[src/shared/ppfm_consts.vh]
/*
  constants for the port f/g pin function multiplexer.
  assumes inclusion by bare name from every design file that needs it.
*/
`ifndef PPFM_CONSTS_VH
`define PPFM_CONSTS_VH

// pins 0..15 are port f bits 0..15, pins 16..29 are port g bits 0..13
`define PPFM_NPINS     30
`define PPFM_NF        16
`define PPFM_SEL_W     3
`define PPFM_NSLOT     6
`define PPFM_NALT      5
`define PPFM_SEL_GPIO  3'h0

// hold-off after reset release, in ns, and the clock period in ns
`define PPFM_HOLD_NS   2000
`define PPFM_CLK_NS    8
`define PPFM_HOLD_CYC  ((`PPFM_HOLD_NS + `PPFM_CLK_NS - 1) / `PPFM_CLK_NS)
`define PPFM_HOLD_W    8

`define PPFM_WAKE_RST  1'b1
`define PPFM_CRYSTAL_DRIVE_OUT_RST  1'b0
`define PPFM_CRYSTAL_DRIVE_OUT_HIB  1'b0
// pins with pulls keep their input buffers on from reset
`define PPFM_PULL_MASK 30'h00000000

`endif

[src/core/ppfm_top.v]
/*
  pin function multiplexer for port f (16 bits) and port g (bits 0..13),
  with reset, hold-off and hibernate pin states, the wake indication and
  the crystal drive.
  assumes all control and function drives are on ref_clk; pad inputs and
  oscillator_input are asynchronous and are synchronised here.
*/
// How it works
// - pads float during reset and a hold-off time after it
// - wake indication is driven high during reset and during the hold-off outside hibernate
// - in hibernate every pad floats except wake and crystal outputs
// - in hibernate the wake indication is driven low
// - in hibernate the crystal output rests at one steady level
// - input buffers stay off until software enables them, pulled pins excepted
// - pins start as gpio and change only by software selection
// - port f bit 0: gpio, sport0 tx clock, uart0 rx, timer 6, count up
// - port f bit 1: gpio, sport0 rx clock, uart0 tx, timer 5, count down
// - port f bits 2..5: pwm0 b/c high/low and parallel data 8..11
// - port f bits 6,7: uart1, motor_in_a/b, parallel data 12,13, capture 3
// - port f bits 10..12: spi0 clock/miso/mosi, parallel data 5..3, timer 2
// - port f bit 13: spi0 select 1 out, timer 3, parallel data 2, select in
// - port g bit 0: spi1 select 3, timer clock, parallel clock, uart1 rx, capture 4
// - port g bits 1,2: can rx/tx, spi1 selects 2,1, frame sync 3, timer 4
// - port g bit 3: host wait, spi1 clock, sport1 secondary tx, uart1 tx
// - port g bits 6,7: converter selections, card data 3,2, pwm1 a high/low
// - port g bits 8..11: card data 1,0, command, clock, pwm1 b/c, sport1 rx
`timescale 1ns/1ps
`include "ppfm_consts.vh"
module ppfm_top (
  input  wire          ref_clk,
  input  wire          resetn,
  input  wire          hibernate,
  input  wire          oscillator_input,
  input  wire          wake_request,
  input  wire [89:0]   func_sel,
  input  wire [29:0]   ibuf_enable,
  input  wire [29:0]   gpio_out,
  input  wire [29:0]   gpio_oe,
  input  wire [149:0]  alt_out,
  input  wire [149:0]  alt_oe,
  input  wire [29:0]   pad_in,
  output wire [29:0]   pad_out,
  output wire [29:0]   pad_oe,
  output wire [179:0]  periph_in,
  output wire [29:0]   sel_valid,
  output reg  [89:0]   sel_applied_r,
  output reg           pins_released_r,
  output reg           wake_indication_out,
  output reg           crystal_drive_out
);
  reg  [`PPFM_HOLD_W-1:0] hold_cnt_r;
  reg  [29:0]             ibuf_en_r;
  wire                    pads_on;
  wire                    osc_q;

  // number of alternates each pin offers; slot n is the nth listed below
  function [2:0] ppfm_alt_cnt;
    input integer pin;
    begin
      case (pin)
        0: begin // port f bit 0
          // 1 sport0 tx clock
          // 2 uart0 rx
          // 3 timer 6
          // 4 count up dir 0
          ppfm_alt_cnt = 3'd4;
        end
        1: begin // port f bit 1
          // 1 sport0 rx clock
          // 2 uart0 tx
          // 3 timer 5
          // 4 count down dir 0
          ppfm_alt_cnt = 3'd4;
        end
        2: begin // port f bit 2
          // 1 sport0 tx data
          // 2 pwm0 b high
          // 3 parallel data 8
          // 4 zero marker 0
          ppfm_alt_cnt = 3'd4;
        end
        3: begin // port f bit 3
          // 1 sport0 tx frame sync
          // 2 pwm0 b low
          // 3 parallel data 9
          // 4 count down dir 0
          ppfm_alt_cnt = 3'd4;
        end
        4: begin // port f bit 4
          // 1 sport0 rx frame sync
          // 2 pwm0 c high
          // 3 parallel data 10
          // 4 alt timer clock 0
          ppfm_alt_cnt = 3'd4;
        end
        5: begin // port f bit 5
          // 1 sport0 rx data
          // 2 pwm0 c low
          // 3 parallel data 11
          // 4 alt timer clock 1
          ppfm_alt_cnt = 3'd4;
        end
        6: begin // port f bit 6
          // 1 uart1 tx
          // 2 motor_in_a
          // 3 parallel data 12
          ppfm_alt_cnt = 3'd3;
        end
        7: begin // port f bit 7
          // 1 uart1 rx
          // 2 motor_b
          // 3 parallel data 13
          // 4 capture in 3
          ppfm_alt_cnt = 3'd4;
        end
        8: begin // port f bit 8
          // 1 uart1 rts
          // 2 sport0 tx secondary data
          // 3 parallel data 7
          ppfm_alt_cnt = 3'd3;
        end
        9: begin // port f bit 9
          // 1 uart1 cts
          // 2 sport0 rx secondary data
          // 3 parallel data 6
          // 4 zero marker 0
          ppfm_alt_cnt = 3'd4;
        end
        10: begin // port f bit 10
          // 1 spi0 clock
          // 2 timer 2
          // 3 parallel data 5
          ppfm_alt_cnt = 3'd3;
        end
        11: begin // port f bit 11
          // 1 spi0 miso
          // 2 motor_in_a
          // 3 parallel data 4
          // 4 alt timer clock 2
          ppfm_alt_cnt = 3'd4;
        end
        12: begin // port f bit 12
          // 1 spi0 mosi
          // 2 motor_b
          // 3 parallel data 3
          ppfm_alt_cnt = 3'd3;
        end
        13: begin // port f bit 13
          // 1 spi0 select 1 out
          // 2 timer 3
          // 3 parallel data 2
          // 4 spi0 select in, slave operation
          ppfm_alt_cnt = 3'd4;
        end
        14: begin // port f bit 14
          // 1 spi0 select 2
          // 2 pwm0 a high
          // 3 parallel data 1
          ppfm_alt_cnt = 3'd3;
        end
        15: begin // port f bit 15
          // 1 spi0 select 3
          // 2 pwm0 a low
          // 3 parallel data 0
          ppfm_alt_cnt = 3'd3;
        end
        16: begin // port g bit 0
          // 1 spi1 select 3
          // 2 external timer clock
          // 3 parallel clock
          // 4 uart1 rx
          // 5 capture in 4
          ppfm_alt_cnt = 3'd5;
        end
        17: begin // port g bit 1
          // 1 spi1 select 2
          // 2 parallel frame sync 3
          // 3 can rx
          // 4 capture in 5
          ppfm_alt_cnt = 3'd4;
        end
        18: begin // port g bit 2
          // 1 spi1 select 1
          // 2 timer 4
          // 3 can tx
          // 4 spi1 select in
          ppfm_alt_cnt = 3'd4;
        end
        19: begin // port g bit 3
          // 1 host wait
          // 2 spi1 clock
          // 3 sport1 tx secondary data
          // 4 uart1 tx
          ppfm_alt_cnt = 3'd4;
        end
        20: begin // port g bit 4
          // 1 spi1 mosi
          // 2 sport1 rx secondary data
          // 3 pwm1 sync
          // 4 alt timer clock 6
          ppfm_alt_cnt = 3'd4;
        end
        21: begin // port g bit 5
          // 1 spi1 miso
          // 2 timer 7
          // 3 pwm1 trip
          ppfm_alt_cnt = 3'd3;
        end
        22: begin // port g bit 6
          // 1 converter single/diff select
          // 2 card data 3
          // 3 pwm1 a high
          ppfm_alt_cnt = 3'd3;
        end
        23: begin // port g bit 7
          // 1 converter range select
          // 2 card data 2
          // 3 pwm1 a low
          ppfm_alt_cnt = 3'd3;
        end
        24: begin // port g bit 8
          // 1 sport1 rx secondary data
          // 2 card data 1
          // 3 pwm1 b high
          ppfm_alt_cnt = 3'd3;
        end
        25: begin // port g bit 9
          // 1 sport1 rx data
          // 2 card data 0
          // 3 pwm1 b low
          ppfm_alt_cnt = 3'd3;
        end
        26: begin // port g bit 10
          // 1 sport1 rx frame sync
          // 2 card command
          // 3 pwm1 c high
          // 4 capture in 6
          ppfm_alt_cnt = 3'd4;
        end
        27: begin // port g bit 11
          // 1 sport1 rx clock
          // 2 card clock
          // 3 pwm1 c low
          // 4 alt timer clock 7
          ppfm_alt_cnt = 3'd4;
        end
        28: begin // port g bit 12
          // 1 uart0 rx
          // 2 card data 4
          // 3 parallel data 15
          // 4 capture in 2
          ppfm_alt_cnt = 3'd4;
        end
        29: begin // port g bit 13
          // 1 uart0 tx
          // 2 card data 5
          // 3 parallel data 14
          // 4 zero marker 1
          ppfm_alt_cnt = 3'd4;
        end
        default: ppfm_alt_cnt = 3'd0;
      endcase
    end
  endfunction

  // hold-off counter: pads stay off for a fixed time after reset release
  always @(posedge ref_clk or negedge resetn) begin
    if (!resetn) begin
      hold_cnt_r      <= {`PPFM_HOLD_W{1'b0}};
      pins_released_r <= 1'b0;
    end else if (!pins_released_r) begin
      if (hold_cnt_r == `PPFM_HOLD_CYC - 1) begin
        pins_released_r <= 1'b1;
      end else begin
        hold_cnt_r <= hold_cnt_r + 1'b1;
      end
    end
  end

  // hibernate gates pads at once; no handshake is waited for
  assign pads_on = pins_released_r & ~hibernate;

  // selections load only after hold-off, so every pin wakes as gpio
  always @(posedge ref_clk or negedge resetn) begin
    if (!resetn) begin
      sel_applied_r <= {`PPFM_NPINS{`PPFM_SEL_GPIO}};
    end else if (pins_released_r) begin
      sel_applied_r <= func_sel;
    end
  end

  // input buffers: off from reset unless the pin carries a pull
  always @(posedge ref_clk or negedge resetn) begin
    if (!resetn) begin
      ibuf_en_r <= `PPFM_PULL_MASK;
    end else if (pins_released_r) begin
      ibuf_en_r <= ibuf_enable | `PPFM_PULL_MASK;
    end
  end

  // wake indication: high through reset and through hold-off outside hibernate, low in hibernate
  always @(posedge ref_clk or negedge resetn) begin
    if (!resetn) begin
      wake_indication_out <= `PPFM_WAKE_RST;
    end else if (hibernate) begin
      wake_indication_out <= 1'b0;
    end else if (!pins_released_r) begin
      wake_indication_out <= 1'b1;
    end else begin
      wake_indication_out <= wake_request;
    end
  end

  ppfm_sync3 u_osc_sync (
    .ref_clk (ref_clk),
    .resetn  (resetn),
    .d       (oscillator_input),
    .q_r     (osc_q)
  );

  // crystal drive is the inverted oscillator level outside reset and hibernate, including in
  // hold-off; it can only follow slow levels since it is sampled here
  always @(posedge ref_clk or negedge resetn) begin
    if (!resetn) begin
      crystal_drive_out <= `PPFM_CRYSTAL_DRIVE_OUT_RST;
    end else if (hibernate) begin
      crystal_drive_out <= `PPFM_CRYSTAL_DRIVE_OUT_HIB;
    end else begin
      crystal_drive_out <= ~osc_q;
    end
  end

  genvar i;
  generate
    for (i = 0; i < `PPFM_NPINS; i = i + 1) begin : g_pin
      ppfm_pin_cell #(
        .NALT (ppfm_alt_cnt(i))
      ) u_cell (
        .ref_clk   (ref_clk),
        .resetn    (resetn),
        .pads_on   (pads_on),
        .ibuf_en   (ibuf_en_r[i]),
        .sel       (sel_applied_r[3*i +: 3]),
        .gpio_out  (gpio_out[i]),
        .gpio_oe   (gpio_oe[i]),
        .alt_out   (alt_out[5*i +: 5]),
        .alt_oe    (alt_oe[5*i +: 5]),
        .pad_in    (pad_in[i]),
        .pad_out_r (pad_out[i]),
        .pad_oe_r  (pad_oe[i]),
        .slot_in_r (periph_in[6*i +: 6]),
        .sel_ok_r  (sel_valid[i])
      );
    end
  endgenerate
endmodule // ppfm_top

[src/core/ppfm_sync3.v]
/*
  three-flop input synchroniser with agreement filter.
  assumes d comes from outside the ref_clk domain.
*/
`timescale 1ns/1ps
module ppfm_sync3 (
  input  wire ref_clk,
  input  wire resetn,
  input  wire d,
  output reg  q_r
);
  reg s1_r;
  reg s2_r;
  reg s3_r;

  // s1_r feeds s2_r only; a change counts once s2 and s3 agree
  always @(posedge ref_clk or negedge resetn) begin
    if (!resetn) begin
      s1_r <= 1'b0;
      s2_r <= 1'b0;
      s3_r <= 1'b0;
      q_r  <= 1'b0;
    end else begin
      s1_r <= d;
      s2_r <= s1_r;
      s3_r <= s2_r;
      if (s2_r == s3_r) begin
        q_r <= s3_r;
      end
    end
  end
endmodule // ppfm_sync3

[src/core/ppfm_pin_cell.v]
/*
  one multiplexed pin: picks gpio or one alternate function, registers
  the pad drive and routes the synchronised pad level to the chosen slot.
  assumes sel, enables and function drives come from ref_clk logic.
*/
`timescale 1ns/1ps
`include "ppfm_consts.vh"
module ppfm_pin_cell #(
  parameter [2:0] NALT = 3'd4
) (
  input  wire                  ref_clk,
  input  wire                  resetn,
  input  wire                  pads_on,
  input  wire                  ibuf_en,
  input  wire [2:0]            sel,
  input  wire                  gpio_out,
  input  wire                  gpio_oe,
  input  wire [4:0]            alt_out,
  input  wire [4:0]            alt_oe,
  input  wire                  pad_in,
  output reg                   pad_out_r,
  output reg                   pad_oe_r,
  output reg  [5:0]            slot_in_r,
  output reg                   sel_ok_r
);
  wire       pad_q;
  wire       legal;
  wire [2:0] eff;
  wire [2:0] idx;
  reg        out_sel;
  reg        oe_sel;
  reg  [5:0] slot_in_nxt;
  integer    s;

  ppfm_sync3 u_sync (
    .ref_clk (ref_clk),
    .resetn  (resetn),
    .d       (pad_in),
    .q_r     (pad_q)
  );

  // an unoffered code falls back to gpio rather than a dead function
  assign legal = (sel <= NALT);
  assign eff   = legal ? sel : `PPFM_SEL_GPIO;
  assign idx   = eff - 3'd1;

  always @* begin
    if (eff == `PPFM_SEL_GPIO) begin
      out_sel = gpio_out;
      oe_sel  = gpio_oe;
    end else begin
      out_sel = alt_out[idx];
      oe_sel  = alt_oe[idx];
    end
    slot_in_nxt = 6'h00;
    for (s = 0; s < `PPFM_NSLOT; s = s + 1) begin
      slot_in_nxt[s] = ibuf_en & pad_q & (eff == s);
    end
  end

  always @(posedge ref_clk or negedge resetn) begin
    if (!resetn) begin
      pad_out_r <= 1'b0;
      pad_oe_r  <= 1'b0;
      slot_in_r <= 6'h00;
      sel_ok_r  <= 1'b1;
    end else begin
      pad_oe_r  <= pads_on & oe_sel;
      pad_out_r <= pads_on ? out_sel : 1'b0;
      slot_in_r <= slot_in_nxt;
      sel_ok_r  <= legal;
    end
  end
endmodule // ppfm_pin_cell

[config.mk]
export PLATFORM = sky130hd
export DESIGN_NAME = ppfm_top
export DESIGN_NICKNAME = d
export VERILOG_FILES = /design/src/core/ppfm_top.v /design/src/core/ppfm_sync3.v /design/src/core/ppfm_pin_cell.v
export VERILOG_INCLUDE_DIRS = /design/src /design/src/shared
export SDC_FILE = /design/constraint.sdc
export NUM_CORES = 1
export LEC_CHECK = 0
export ABC_CLOCK_PERIOD_IN_PS = 1700
export BUFFER_PORTS_ARGS = -buffer_cell sky130_fd_sc_hd__buf_2
export CORE_AREA = 5 5 344 346
export CTS_CLUSTER_DIAMETER = 80
export DETAILED_ROUTE_END_ITERATION = 10
export DIE_AREA = 0 0 349 351
export SETUP_SLACK_MARGIN = 0.15
export SLEW_MARGIN = 0
export SYNTH_ARGS = -nofsm -noshare
export SYNTH_HDL_FRONTEND = slang
export SYNTH_SLANG_ARGS = --single-unit
[constraint.sdc]
create_clock -name ref_clk -period 1.7 [get_ports ref_clk]
set_clock_uncertainty 0.1 [all_clocks]
set_input_delay 0.085 -clock ref_clk [delete_from_list [all_inputs] [get_ports ref_clk]]
set_output_delay 0.085 -clock ref_clk [all_outputs]
set_load 0.1 [all_outputs]
== Yosys cells after proc, flatten, opt, wreduce, memory -nomap -nowiden ==
Cells that the tools add are included.

* Bits in registers: 525
* Bits in latches: 0
* Bits in writable memories: 0
* Bits in read-only memories: 0
* Bits of input ports: 515
* Output and inout port bits: 363
* Memories kept: 0

* Add/subtract/negate cells: 31
* $mul: 0
* Divide/modulo/power cells: 0
* $lt $le $gt $ge: 60
* Equality and inequality tests: 182
* Shift operators: 0
* Multiplexer cells: 245
* Bitwise gates (word level): 245
* Reduce and logical (&&, ||, !) cells: 31

{| class="wikitable"
|+ Operator list
! kind !! count
|-
| bitwise AND 1 bit || 241
|-
| binary-select mux 1 bit (select 3 bit) || 60
|-
| equality test 3 x 2 -> 1 bit (second input constant) || 60
|-
| equality test 3 bit (second input constant) || 60
|-
| two-way mux 1 bit || 155
|-
| less-than comparator 3 x 4 -> 1 bit (second input constant) || 30
|-
| equality test 3 x 1 -> 1 bit (second input constant) || 30
|-
| logical NOT 3 bit || 30
|-
| two-way mux 3 bit || 30
|-
| subtractor 3 x 1 -> 3 bit (second input constant) || 30
|-
| <= comparator 3 bit (second input constant) || 19
|-
| <= comparator 3 x 2 -> 1 bit (second input constant) || 11
|-
| equality test 1 bit || 31
|-
| adder 8 x 1 -> 8 bit (second input constant) || 1
|-
| equality test 8 bit (second input constant) || 1
|-
| inverter 1 bit || 4
|-
| AND reduction 2 bit || 1
|}

== Logic depth before layout (Yosys ltp) ==
Gate-level depths: netlist (run 1).

* Depth after elaboration: 7
* Gate-level depth with buffers: 8

== Modules after synthesis ==
Synthesis (run 1) repeated with hierarchy kept, for this count alone.

* Cells, all modules: 1828
* Area total of the unflattened synthesis: 23468.8 um2

{| class="wikitable"
|+ Modules (own cells, without submodules)
! module !! instances !! cells each !! area an instance (um2) !! seq. area each (um2)
|-
| ppfm_pin_cell at g_pin[0].u_cell ... || 18 || 49 || 524.3 || 226.5
|-
| ppfm_pin_cell at g_pin[10].u_cell ... || 11 || 41 || 467.9 || 226.5
|-
| ppfm_top || 1 || 294 || 4951.0 || 3279.4
|-
| ppfm_sync3 || 31 || 5 || 111.4 || 100.1
|-
| ppfm_pin_cell at g_pin[16].u_cell || 1 || 46 || 481.7 || 226.5
|}

== Worst setup path after synthesis (run 1) ==
Ideal clock, no wire load.

* Path kind: flip-flop to flip-flop
* Start: reg sel_applied_r[49]
* End: reg g_pin[16].u_cell.pad_oe_r
* Data arrival time: 2.358 ns
* Setup slack: -0.862 ns
* Stages on the path, launching flop included: 7
* Path buffers: 1
* Cells stage by stage: dfrtp_1 -> clkbuf_1 -> mux2i_1 -> ha_1 -> nor3b_1 -> a21oi_1 -> a221oi_1

* Cells in the longest elaborated chain, start to end: 7
* Elaborated cells between the ends (all ways): 8
* Classes of those cells: add/sub (1); order compare (1); mux (4); bitwise (1); reduce/logical (1)

{| class="wikitable"
|+ RTL lines
! item !! line !! RTL
|-
| from (decl) || ppfm_top.v:46 || <nowiki>output reg [89:0] sel_applied_r,</nowiki>
|-
| from (signal assigned) || ppfm_top.v:286 || <nowiki>sel_applied_r <= {`PPFM_NPINS{`PPFM_SEL_GPIO}};</nowiki>
|-
| from (signal assigned) || ppfm_top.v:288 || <nowiki>sel_applied_r <= func_sel;</nowiki>
|-
| <= comparator 3 bit || ppfm_pin_cell.v:43 || <nowiki>assign legal = (sel <= NALT);</nowiki>
|-
| two-way mux 3 bit (no line) (*) || - ||
|-
| subtractor 3 x 1 -> 3 bit || ppfm_pin_cell.v:45 || <nowiki>assign idx = eff - 3'd1;</nowiki>
|-
| binary-select mux 1 bit (select 3 bit) || ppfm_pin_cell.v:53 || <nowiki>oe_sel = alt_oe[idx];</nowiki>
|-
| two-way mux 1 bit (not written as such) || ppfm_pin_cell.v:53 ||
|-
| two-way mux 1 bit (*) || ppfm_pin_cell.v:48 || <nowiki>if (eff == `PPFM_SEL_GPIO) begin</nowiki>
|-
| bitwise AND 1 bit (*) || ppfm_pin_cell.v:68 || <nowiki>pad_oe_r <= pads_on & oe_sel;</nowiki>
|-
| to (signal assigned) || ppfm_pin_cell.v:68 ||
|-
| to (decl) || ppfm_pin_cell.v:22 || <nowiki>output reg pad_oe_r,</nowiki>
|}

Mark *: on every way between the ends. The rest lies on a longest branch, timed or not. The select of a mux whose other input is x is not followed.
A chain may end at the register's enable or synchronous reset.

== Worst setup path after layout (run 1) ==
* Start: reg sel_applied_r[44]
* End: reg g_pin[14].u_cell.pad_oe_r

* Cells in the longest elaborated chain, start to end: 7
* Elaborated cells between the ends (all ways): 8
* Classes of those cells: add/sub (1); order compare (1); mux (4); bitwise (1); reduce/logical (1)

{| class="wikitable"
|+ RTL lines
! item !! line
|-
| <= comparator 3 x 2 -> 1 bit || ppfm_pin_cell.v:43
|-
| two-way mux 3 bit (no line) (*) || -
|-
| subtractor 3 x 1 -> 3 bit || ppfm_pin_cell.v:45
|-
| binary-select mux 1 bit (select 3 bit) || ppfm_pin_cell.v:53
|-
| two-way mux 1 bit (not written as such) || ppfm_pin_cell.v:53
|-
| two-way mux 1 bit (*) || ppfm_pin_cell.v:48
|-
| bitwise AND 1 bit (*) || ppfm_pin_cell.v:68
|-
| to (signal assigned) || ppfm_pin_cell.v:68
|-
| to (decl) || ppfm_pin_cell.v:22
|}

Marked as above.

==> flow_metrics.env, run 1 <==
export IMPL_grt_pass1_wl_mm=150
export IMPL_p_seq_share_pct=42.4
export IMPL_core_area_um2=115000
export IMPL_clock_sinks=525
export IMPL_syn_to_final_growth_pct=94.5
export IMPL_status="finished, violations left"
export IMPL_intPower_mw=23.1
export IMPL_avgSynthCellArea_um2=12.8
export IMPL_nNetsFinal=4309
export IMPL_cts_buffers=66
export IMPL_final_seq_area_um2=13500
export IMPL_grt_start_max_net_pins=65
export IMPL_yosysTopAreaCellShare_pct=52.2
export IMPL_multi_input_area_um2=11600
export IMPL_netlist_area_um2=23700
export IMPL_worstHoldPathType="in2reg"
export IMPL_async_reset_ff_share_pct=100
export IMPL_end_kind="flip-flop"
export IMPL_remaining_drc_errors=0
export IMPL_rsz0062_at_grt="true"
export IMPL_clock_latency_ps=620
export IMPL_synth_seq_area_share_pct=55.6
export IMPL_p_leak_nw=22.0
export IMPL_cellPowerDensity_nw_per_um2=657
export IMPL_setup_tns_ps=-8680
export IMPL_grt_ovfl_total=0
export IMPL_vias=22092
export IMPL_die_w_um=349
export IMPL_period_needed_ps=1950
export IMPL_grt_use_total_pct=16.1
export IMPL_crit_arrival_ps=2330
export IMPL_viasPerCell=4.22
export IMPL_initial_core_util_pct=20.6
export IMPL_crit_required_ps=2090
export IMPL_fin_crit_sh_pct=114
export IMPL_portBuffers=877
export IMPL_clockRootBuffer="clkbuf_16"
export IMPL_hpwlAfterDp_mm=75.3
export IMPL_setup_slack_ps=-246
export IMPL_slew_headroom_pct=61.6
export IMPL_h_tree_depth=3
export IMPL_totalWireLength_mm=107
export IMPL_fmax_mhz=514
export IMPL_finalSetupViolations=68
export IMPL_dieArea_um2=122000
export IMPL_synth_most_common_cell="dfrtp_1"
export IMPL_drv_cap=0
export IMPL_worstSetupPathType="reg2reg"
export IMPL_antenna_left=0
export IMPL_cts_tree="built"
export IMPL_clock_power_share_pct=48.8
export IMPL_core_rowCount=125
export IMPL_clkTransAtPathRegs_ps=60
export IMPL_drt_iter0_markers=917
export IMPL_p_comb_share_pct=8.8
export IMPL_ys_warn_count=0
export IMPL_finalMaxSlewViolations=0
export IMPL_synth_edff_count=0
export IMPL_synth_area_leaders="dfrtp_1 52%, ha_1 7.9%, mux2_2 6.0%, dfstp_2 3.4%, and3_1 2.9%"
export IMPL_worstMarginPinSlew_ps=569
export IMPL_gp_congestion=0.913
export IMPL_switchingPower_mw=7.19
export IMPL_final_layout_size_suffix_gt1_share_pct=55.2
export IMPL_report_final_hold_viol_count=0
export IMPL_cp_start_kind="flip-flop"
export IMPL_fillers=10356
export IMPL_ys_top_cells_by_count="494 x dfrtp_1, 149 x ha_1, 126 x mux2_2, 117 x nand2_1, 111 x and3_1"
export IMPL_io_pins=878
export IMPL_netlist_instances=1856
export IMPL_cts_buffer_depth=3
export IMPL_synth_distinct_cells=40
export IMPL_violations="negative setup slack"
export IMPL_ys_ff_latch=525
export IMPL_crit_fanout=5
export IMPL_yosysTopAreaCell="dfrtp_1"
export IMPL_drtPass1Iterations=5
export IMPL_finalPower_mw=30.3
export IMPL_antenna_found_initial=15
export IMPL_swShare_pct=23.7
export IMPL_grt_pass1_vias=23865
export IMPL_ir_drop_mv=0.589
export IMPL_wire_per_inst_um=20.4
export IMPL_die_y_um=351
export IMPL_ys_flop_type="dfrtp_1"
## flip-flops by register name (all words and copies together) (netlist names)
register                  flops
crystal_drive_out             1
g_pin.u_cell.pad_oe_r        30
g_pin.u_cell.pad_out_r       30
g_pin.u_cell.sel_ok_r        30
g_pin.u_cell.slot_in_r      180
g_pin.u_cell.u_sync.q_r      30
g_pin.u_cell.u_sync.s1_r     30
g_pin.u_cell.u_sync.s2_r     30
g_pin.u_cell.u_sync.s3_r     30
hold_cnt_r                    8
ibuf_en_r                    30
pins_released_r               1
sel_applied_r                90
u_osc_sync.q_r                1
u_osc_sync.s1_r               1
u_osc_sync.s2_r               1
u_osc_sync.s3_r               1
wake_indication_out           1
## cells in the final DEF, fill, tap and decap left out, types with 76 or more instances in the layout
cell type and instances:
dfrtp_4 91, dfrtp_1 395, mux2_2 96, o21ai_0 76
and3_1 88, dlygate4sd3_1 532, buf_6 123, nand2_1 96
buf_2 513, ha_4 93, buf_12 144, buf_4 384
clkbuf_4 85
## stage by stage
step	std cells	hold WS (ps)	setup WS, ps	utilization [%]	cell area [µm²]
after floorplan	1877	-311	-332	-	25800
after global placement	4449	-133	-183	29.3	33700
after detailed placement	4449	-131	-207	29.3	33700
after CTS	5154	3.51	-195	38.7	44500
after global routing	5227	13.7	-343	40.0	46100
final	5236	45.5	-246	40.1	46100
## layer usage
layer | GRT usage, % | vias to the layer above | share of wire [%]
li1 | - | 9962 | -
met1 | 17.6 | 10921 | 37
met2 | 28.8 | 921 | 51
met3 | 4.77 | 280 | 7.1
met4 | 7.56 | 8 | 4.6
met5 | 0 | - | 0.044
## kinds of logic (layout without fill, tap and decap cells)
group / count (synthesis) / count (layout) / synth area share, %
flops: 525 / 525 / 55.6
simple gates: 517 / 517 / 13.1
compound gates: 235 / 235 / 6.73
buf+inv: 202 / 2024 / 4.70
fa+ha+maj: 180 / 180 / 9.18
mux: 171 / 171 / 9.26
xor+xnor: 25 / 25 / 1.43
other cells: 1 / 35 / 0.0158
## critical path, stage by stage (launching register included)
cell and delay, ps:
dfrtp_4 500, nor2b_4 250, ha_4 260, mux4_2 310
a221oi_2 300, nor3_1 90
## layout make-up
class / instances / area share, %
inverter: 87 / 0.795
antenna: 13 / 0.0706
timing repair buffer: 1815 / 35.4
clock inverter: 27 / 0.738
multi-input combinational: 1150 / 25.2
clock buffer: 95 / 4.24
tap: 1524 / 4.14
sequential: 525 / 29.3
## worst paths after layout
kind                                         startpoint                      endpoint  slack, ps  depth (start not counted)
setup / recovery                      sel_applied_r[44]     g_pin[14].u_cell.pad_oe_r       -250                          5
hold / removal                                pad_in[7]   g_pin[7].u_cell.u_sync.s1_r         50                          2
setup reg to reg                      sel_applied_r[44]     g_pin[14].u_cell.pad_oe_r       -250                          5
hold reg to reg            g_pin[23].u_cell.u_sync.s1_r  g_pin[23].u_cell.u_sync.s2_r        240                          0
max in group asynchronous                        resetn             sel_applied_r[57]        510                          3
min in group asynchronous                        resetn             sel_applied_r[58]         70                          3
## power groups by stage
stage	clock, mW	sequential [mW]	combinational (mW)
finish	14.8	12.8	2.68
global route	15.8	12.9	2.85
CTS	15.2	12.8	2.59
detailed placement	0	13.1	1.58
global placement	0	13.1	1.57
floorplan	0	13.2	0.217
## timing repair
item,in CTS,in global routing
hold buffers,531,1
hold endpoints to repair,730,1
gates resized for setup,783,253
pin swaps,64,67
setup endpoints to repair,478,368
buffers inserted,51,61
gates cloned,1,7
No activity file was read; power rests on OpenSTA's default activity.
==> inputs of run 2 (changes only) <==
--- a/config.mk
+++ b/config.mk
@@ -8,10 +8,10 @@
 export LEC_CHECK = 0
 export ABC_CLOCK_PERIOD_IN_PS = 1700
 export BUFFER_PORTS_ARGS = -buffer_cell sky130_fd_sc_hd__buf_2
-export CORE_AREA = 5 5 344 346
+export CORE_AREA = 2 2 341 343
 export CTS_CLUSTER_DIAMETER = 80
 export DETAILED_ROUTE_END_ITERATION = 10
-export DIE_AREA = 0 0 349 351
+export DIE_AREA = 0 0 343 345
 export SETUP_SLACK_MARGIN = 0.15
 export SLEW_MARGIN = 0
 export SYNTH_ARGS = -nofsm -noshare
==> run 2 against run 1 <==
Compared with the run above:
- the run still ends with negative setup slack left
- clock power increased by 3%
- count of clock-buffer cells in the layout decreased by 3
- flip-flop and latch count unchanged
- first-iteration DRC count decreased by 1.6%
- final cell count down 0.25%
- critical path depth is 3 higher
- combinational power about the same
- global-route usage is 0.27 points higher
==> flow_metrics.env, run 2 (synthesized netlist as in run 1, its figures left out) <==
export IMPL_nNetsFinal=4303
export IMPL_drt_iter0_markers=902
export IMPL_grt_pass1_vias=24153
export IMPL_layout_common_cells="535 x dlygate4sd3_1, 513 x buf_2, 399 x dfrtp_1, 331 x buf_4, 153 x buf_12"
export IMPL_viasPerCell=4.23
export IMPL_antenna_left=0
export IMPL_largest_register_ffs=180
export IMPL_final_area_um2=46100
export IMPL_gp_congestion=0.929
export IMPL_hpwlAfterDp_mm=70.6
export IMPL_finalSetupViolations=74
export IMPL_final_common_cell="dlygate4sd3_1"
export IMPL_crit_required_ps=2110
export IMPL_clock_sinks=525
export IMPL_placed_cell_area_um2=33700
export IMPL_rsz0062_at_grt="true"
export IMPL_worstHoldPathType="in2reg"
export IMPL_clkTransAtPathRegs_ps=60
export IMPL_period_needed_ps=2000
export IMPL_syn_to_final_growth_pct=94.6
export IMPL_dieArea_um2=118000
export IMPL_dpl_cell_count=4445
export IMPL_die_y_um=345
export IMPL_crit_fanout=3
export IMPL_slew_headroom_pct=46.0
export IMPL_fin_cells=5223
export IMPL_violations="negative setup slack"
export IMPL_place_ws_ps=-210
export IMPL_worstSetupPathType="reg2reg"
export IMPL_ir_drop_mv=0.612
export IMPL_grt_use_total_pct=16.4
export IMPL_cts_buffer_depth=3
export IMPL_clockRootBuffer="clkbuf_16"
export IMPL_grt_pass1_wl_mm=147
export IMPL_drv_cap=0
export IMPL_status="finished, violations left"
export IMPL_cp_start_kind="flip-flop"
export IMPL_setup_slack_ps=-305
export IMPL_whs_ps=45.8
export IMPL_final_layout_size_suffix_gt1_share_pct=54.3
export IMPL_portBuffers=877
export IMPL_h_tree_depth=3
export IMPL_grt_start_max_net_pins=79
export IMPL_cellPowerDensity_nw_per_um2=667
export IMPL_report_final_hold_viol_count=0
export IMPL_reg_top3="g_pin.u_cell.slot_in_r (180), sel_applied_r (90)"
export IMPL_core_area_um2=115000
export IMPL_largest_register="g_pin.u_cell.slot_in_r"
export IMPL_fmax_mhz=499
export IMPL_antenna_found_initial=17
export IMPL_crit_arrival_ps=2410
export IMPL_io_pins=878
export IMPL_core_rowCount=125
export IMPL_cts_tree="built"
export IMPL_remaining_drc_errors=0
export IMPL_finalMaxSlewViolations=0
export IMPL_vias=22081
export IMPL_wire_per_inst_um=19.9
export IMPL_initial_core_util_pct=20.6
export IMPL_end_kind="flip-flop"
export IMPL_clock_latency_ps=630
export IMPL_grt_ovfl_total=0
export IMPL_worstMarginPinSlew_ps=808
export IMPL_fin_crit_sh_pct=118
export IMPL_drtPass1Iterations=5
export IMPL_cts_buffers=67
export IMPL_totalWireLength_mm=104
export IMPL_die_w_um=343
export IMPL_p_leak_nw=22.0
==> run 2: changes by cell type in the layout (fill, tap and decap cells not counted), moves of 9 or more <==
cell / delta
buf_4: -53
clkbuf_4: +36
mux2_2: -23
mux2_4: +23
buf_6: +11
buf_8: -10
buf_12: +9
==> run 2: where the power goes <==
group / switching, mW / internal, mW
combinational: 1.17 / 1.49
sequential: 0.115 / 12.7
clock: 5.97 / 9.31
==> run 2: timing repair <==
item / in CTS / in global routing
pin swaps: 46 / 65
endpoints found under the hold margin: 728 / 12
hold buffers: 535 / 1
setup endpoints to repair: 464 / 426
setup buffers: 49 / 58
cloned: 1 / 6
resized for setup: 730 / 295
==> run 2: per-stage QoR <==
step	utilization, %	power (mW)	TNS [ps]
final	40.1	30.8	-9780
after global routing	40.1	32.0	-15410
after CTS	38.6	31.2	-7490
after detailed placement	29.3	14.6	-6450
after global placement	29.3	14.6	-5100
after floorplan	-	13.5	-15800
==> run 2: final timing paths <==
path | to | start | cells after the start | slack (ps)
max in group asynchronous | sel_applied_r[4] | resetn | 3 | 90
worst min register to register | g_pin[27].u_cell.u_sync.s2_r | g_pin[27].u_cell.u_sync.s1_r | 0 | 250
worst min-delay path | g_pin[5].u_cell.u_sync.s1_r | pad_in[5] | 2 | 50
worst max register to register | g_pin[3].u_cell.pad_oe_r | sel_applied_r[9] | 8 | -300
min in group asynchronous | g_pin[19].u_cell.u_sync.s3_r | resetn | 3 | 90
worst max-delay path | g_pin[3].u_cell.pad_oe_r | sel_applied_r[9] | 8 | -300
==> run 2: layer usage <==
| metal | part of all wire [%] | global-route usage [%] | up-vias |
|---|---|---|---|
| li1 | - | - | 9939 |
| met1 | 38 | 18.5 | 10849 |
| met2 | 49 | 27.9 | 994 |
| met3 | 7.4 | 4.43 | 293 |
| met4 | 5.1 | 9.03 | 6 |
| met5 | 0.039 | 0 | - |
==> run 2: critical path, cell delays in order, from the launching register on <==
cell and delay [ps]:
dfrtp_4 470, and2b_2 250, inv_4 80, ha_4 180, mux2i_1 240, nor2_1 100
a31oi_1 210, o211ai_1 120, o211a_1 150
==> run 2: final cells by class <==
| type | count | area [µm²] |
|---|---|---|
| Antenna cell | 7 | 17.5 |
| Timing Repair Buffer | 1808 | 16300 |
| Fill cell | 10404 | 69000 |
| Clock buffer | 92 | 1860 |
| Inverter | 87 | 369 |
| Clock inverter | 30 | 508 |
| Sequential cell | 525 | 13500 |
| Tap cell | 1524 | 1910 |
| Multi-Input combinational cell | 1150 | 11600 |
==> inputs of run 3 (changes only) <==
--- a/config.mk
+++ b/config.mk
@@ -8,10 +8,11 @@
 export LEC_CHECK = 0
 export ABC_CLOCK_PERIOD_IN_PS = 1700
 export BUFFER_PORTS_ARGS = -buffer_cell sky130_fd_sc_hd__buf_2
-export CORE_AREA = 2 2 341 343
+export CORE_AREA = 2 2 338 340
 export CTS_CLUSTER_DIAMETER = 80
 export DETAILED_ROUTE_END_ITERATION = 10
-export DIE_AREA = 0 0 343 345
+export DIE_AREA = 0 0 340 342
+export GPL_ROUTABILITY_DRIVEN = 0
 export SETUP_SLACK_MARGIN = 0.15
 export SLEW_MARGIN = 0
 export SYNTH_ARGS = -nofsm -noshare
==> run 3 against run 2 <==
Compared with the run above:
- the run still ends with negative setup slack left
- flip-flop and latch count unchanged
- total power decreased by 4.2%
- cell area down 1.0%
- non-clock buffer count fell by 9
- die area is 1.7% lower
- sequential share of layout area up 0.29 points
- register-to-register slack worse by 40 ps
- worst setup slack worse by 44 ps
- combinational power about the same
- final cell count shrank 0.40%
- utilization grew 0.30 points
- critical endpoint is now g_pin[4].u_cell.pad_oe_r
==> flow_metrics.env, run 3 (synthesized netlist as in run 1, its figures left out) <==
export IMPL_core_rowCount=124
export IMPL_path_cells="and2b_2 -> inv_4 -> ha_4 -> mux2i_1 -> nor2_1 -> a31oi_2 -> o211ai_1 -> o211a_1"
export IMPL_largest_register_ffs=180
export IMPL_initial_core_util_pct=21.0
export IMPL_grt_ovfl_total=0
export IMPL_final_area_um2=45700
export IMPL_drv_cap=0
export IMPL_nNetsFinal=4293
export IMPL_placed_cell_area_um2=33600
export IMPL_drtPass1Iterations=7
export IMPL_clkTransAtPathRegs_ps=60
export IMPL_largest_register="g_pin.u_cell.slot_in_r"
export IMPL_crit_required_ps=2100
export IMPL_clock_latency_ps=620
export IMPL_layout_common_cells="522 x dlygate4sd3_1, 513 x buf_2, 401 x dfrtp_1, 332 x buf_4, 137 x buf_12"
export IMPL_dieArea_um2=116000
export IMPL_worstHoldPathType="in2reg"
export IMPL_drt_iter0_markers=995
export IMPL_setup_tns_ps=-8880
export IMPL_crit_arrival_ps=2450
export IMPL_syn_to_final_growth_pct=92.7
export IMPL_cts_tree="built"
export IMPL_status="finished, violations left"
export IMPL_setup_slack_ps=-348
export IMPL_fillers=10113
export IMPL_crit_buf_inv=1
export IMPL_crit_fanout=4
export IMPL_fmax_mhz=488
export IMPL_worstSetupPathType="reg2reg"
export IMPL_final_seq_area_um2=13500
export IMPL_slowest_stage="dfrtp_4"
export IMPL_cts_buffer_depth=3
export IMPL_core_area_um2=113000
export IMPL_final_common_cell="dlygate4sd3_1"
export IMPL_clock_sinks=525
export IMPL_wire_per_inst_um=19.9
export IMPL_die_w_um=340
export IMPL_grt_use_total_pct=16.6
export IMPL_fin_crit_sh_pct=120
export IMPL_final_layout_size_suffix_gt1_share_pct=54.8
export IMPL_violations="negative setup slack"
export IMPL_hpwlAfterDp_mm=70.6
export IMPL_clockRootBuffer="clkbuf_16"
export IMPL_rsz0062_at_grt="true"
export IMPL_finalMaxSlewViolations=0
export IMPL_viasPerCell=4.28
export IMPL_remaining_drc_errors=0
export IMPL_cellPowerDensity_nw_per_um2=646
export IMPL_grt_start_max_net_pins=69
export IMPL_cp_start_kind="flip-flop"
export IMPL_cp_top_family="flip-flops"
export IMPL_cts_buffers=66
export IMPL_p_leak_nw=21.9
export IMPL_antenna_found_initial=17
export IMPL_grt_pass1_vias=24084
export IMPL_vias=22287
export IMPL_report_final_hold_viol_count=0
export IMPL_totalWireLength_mm=103
export IMPL_end_kind="flip-flop"
export IMPL_multi_input_area_um2=11700
export IMPL_dpl_cell_count=4436
export IMPL_finalSetupViolations=68
export IMPL_die_y_um=342
export IMPL_period_needed_ps=2050
export IMPL_grt_pass1_wl_mm=147
export IMPL_ir_drop_mv=0.495
export IMPL_fin_cells=5202
export IMPL_h_tree_depth=3
export IMPL_io_pins=878
export IMPL_cpPeakStageDelay_ps=490
export IMPL_reg_top3="g_pin.u_cell.slot_in_r (180), sel_applied_r (90)"
export IMPL_portBuffers=877
export IMPL_finalPower_mw=29.5
export IMPL_antenna_left=0
run 3: cell count changes in the layout (fill, tap and decap cells not counted), sizes merged:
| cell | delta |
|---|---|
| dlygate4sd3 | -13 |
| bufinv | -6 |
| inv | +6 |
| clkbuf | -3 |
| clkinv | +3 |
| diode | +3 |
| bufbuf | +2 |
| buf | -1 |
run 3: report_power, final:
group / switching (mW) / internal (mW)
sequential: 0.115 / 12.7
combinational: 1.19 / 1.48
clock: 5.79 / 8.19
run 3: repair_timing:
action                                  CTS  global route
setup buffers                            61            52
resized for setup                       740           289
hold buffers                            522             0
endpoints found under the setup margin  441           425
cloned                                    2             1
pin swaps                                56            69
endpoints found under the hold margin   719             0
run 3: path summary, 6_finish.rpt:
kind | start | to | slack [ps] | cells after the start
setup / recovery | sel_applied_r[14] | g_pin[4].u_cell.pad_oe_r | -350 | 8
hold reg to reg | g_pin[11].u_cell.u_sync.s1_r | g_pin[11].u_cell.u_sync.s2_r | 230 | 0
hold / removal | pad_in[22] | g_pin[22].u_cell.u_sync.s1_r | 20 | 2
min in group asynchronous | resetn | g_pin[0].u_cell.pad_oe_r | 480 | 3
max in group asynchronous | resetn | g_pin[7].u_cell.sel_ok_r | 200 | 5
setup reg to reg | sel_applied_r[14] | g_pin[4].u_cell.pad_oe_r | -350 | 8
run 3: layout make-up:
cell class                 count  area share, %
antenna                       10         0.0548
tap                         1512           4.14
sequential                   525           29.6
timing repair buffer        1799           35.2
multi-input combinational   1150           25.5
clock inverter                33          0.704
inverter                      87          0.803
clock buffer                  86           3.96
run 3: routing by layer:
layer | track usage [%] | share of wire [%] | vias up
li1 | - | - | 9930
met1 | 18.4 | 37 | 10826
met2 | 28.5 | 49 | 1131
met3 | 4.70 | 7.7 | 396
met4 | 9.74 | 6.5 | 4
met5 | 0 | 0.022 | -
run 3: through the flow:
step / hold WS [ps] / setup slack (ps) / utilization, %
5_1_grt: 2.50 / -424 / 40.4
3_3_place_gp: -46.1 / -199 / 29.7
3_5_place_dp: -43.0 / -218 / 29.7
6_report: 23.4 / -348 / 40.4
2_1_floorplan: -311 / -332 / -
4_1_cts: 0.0677 / -216 / 39.1
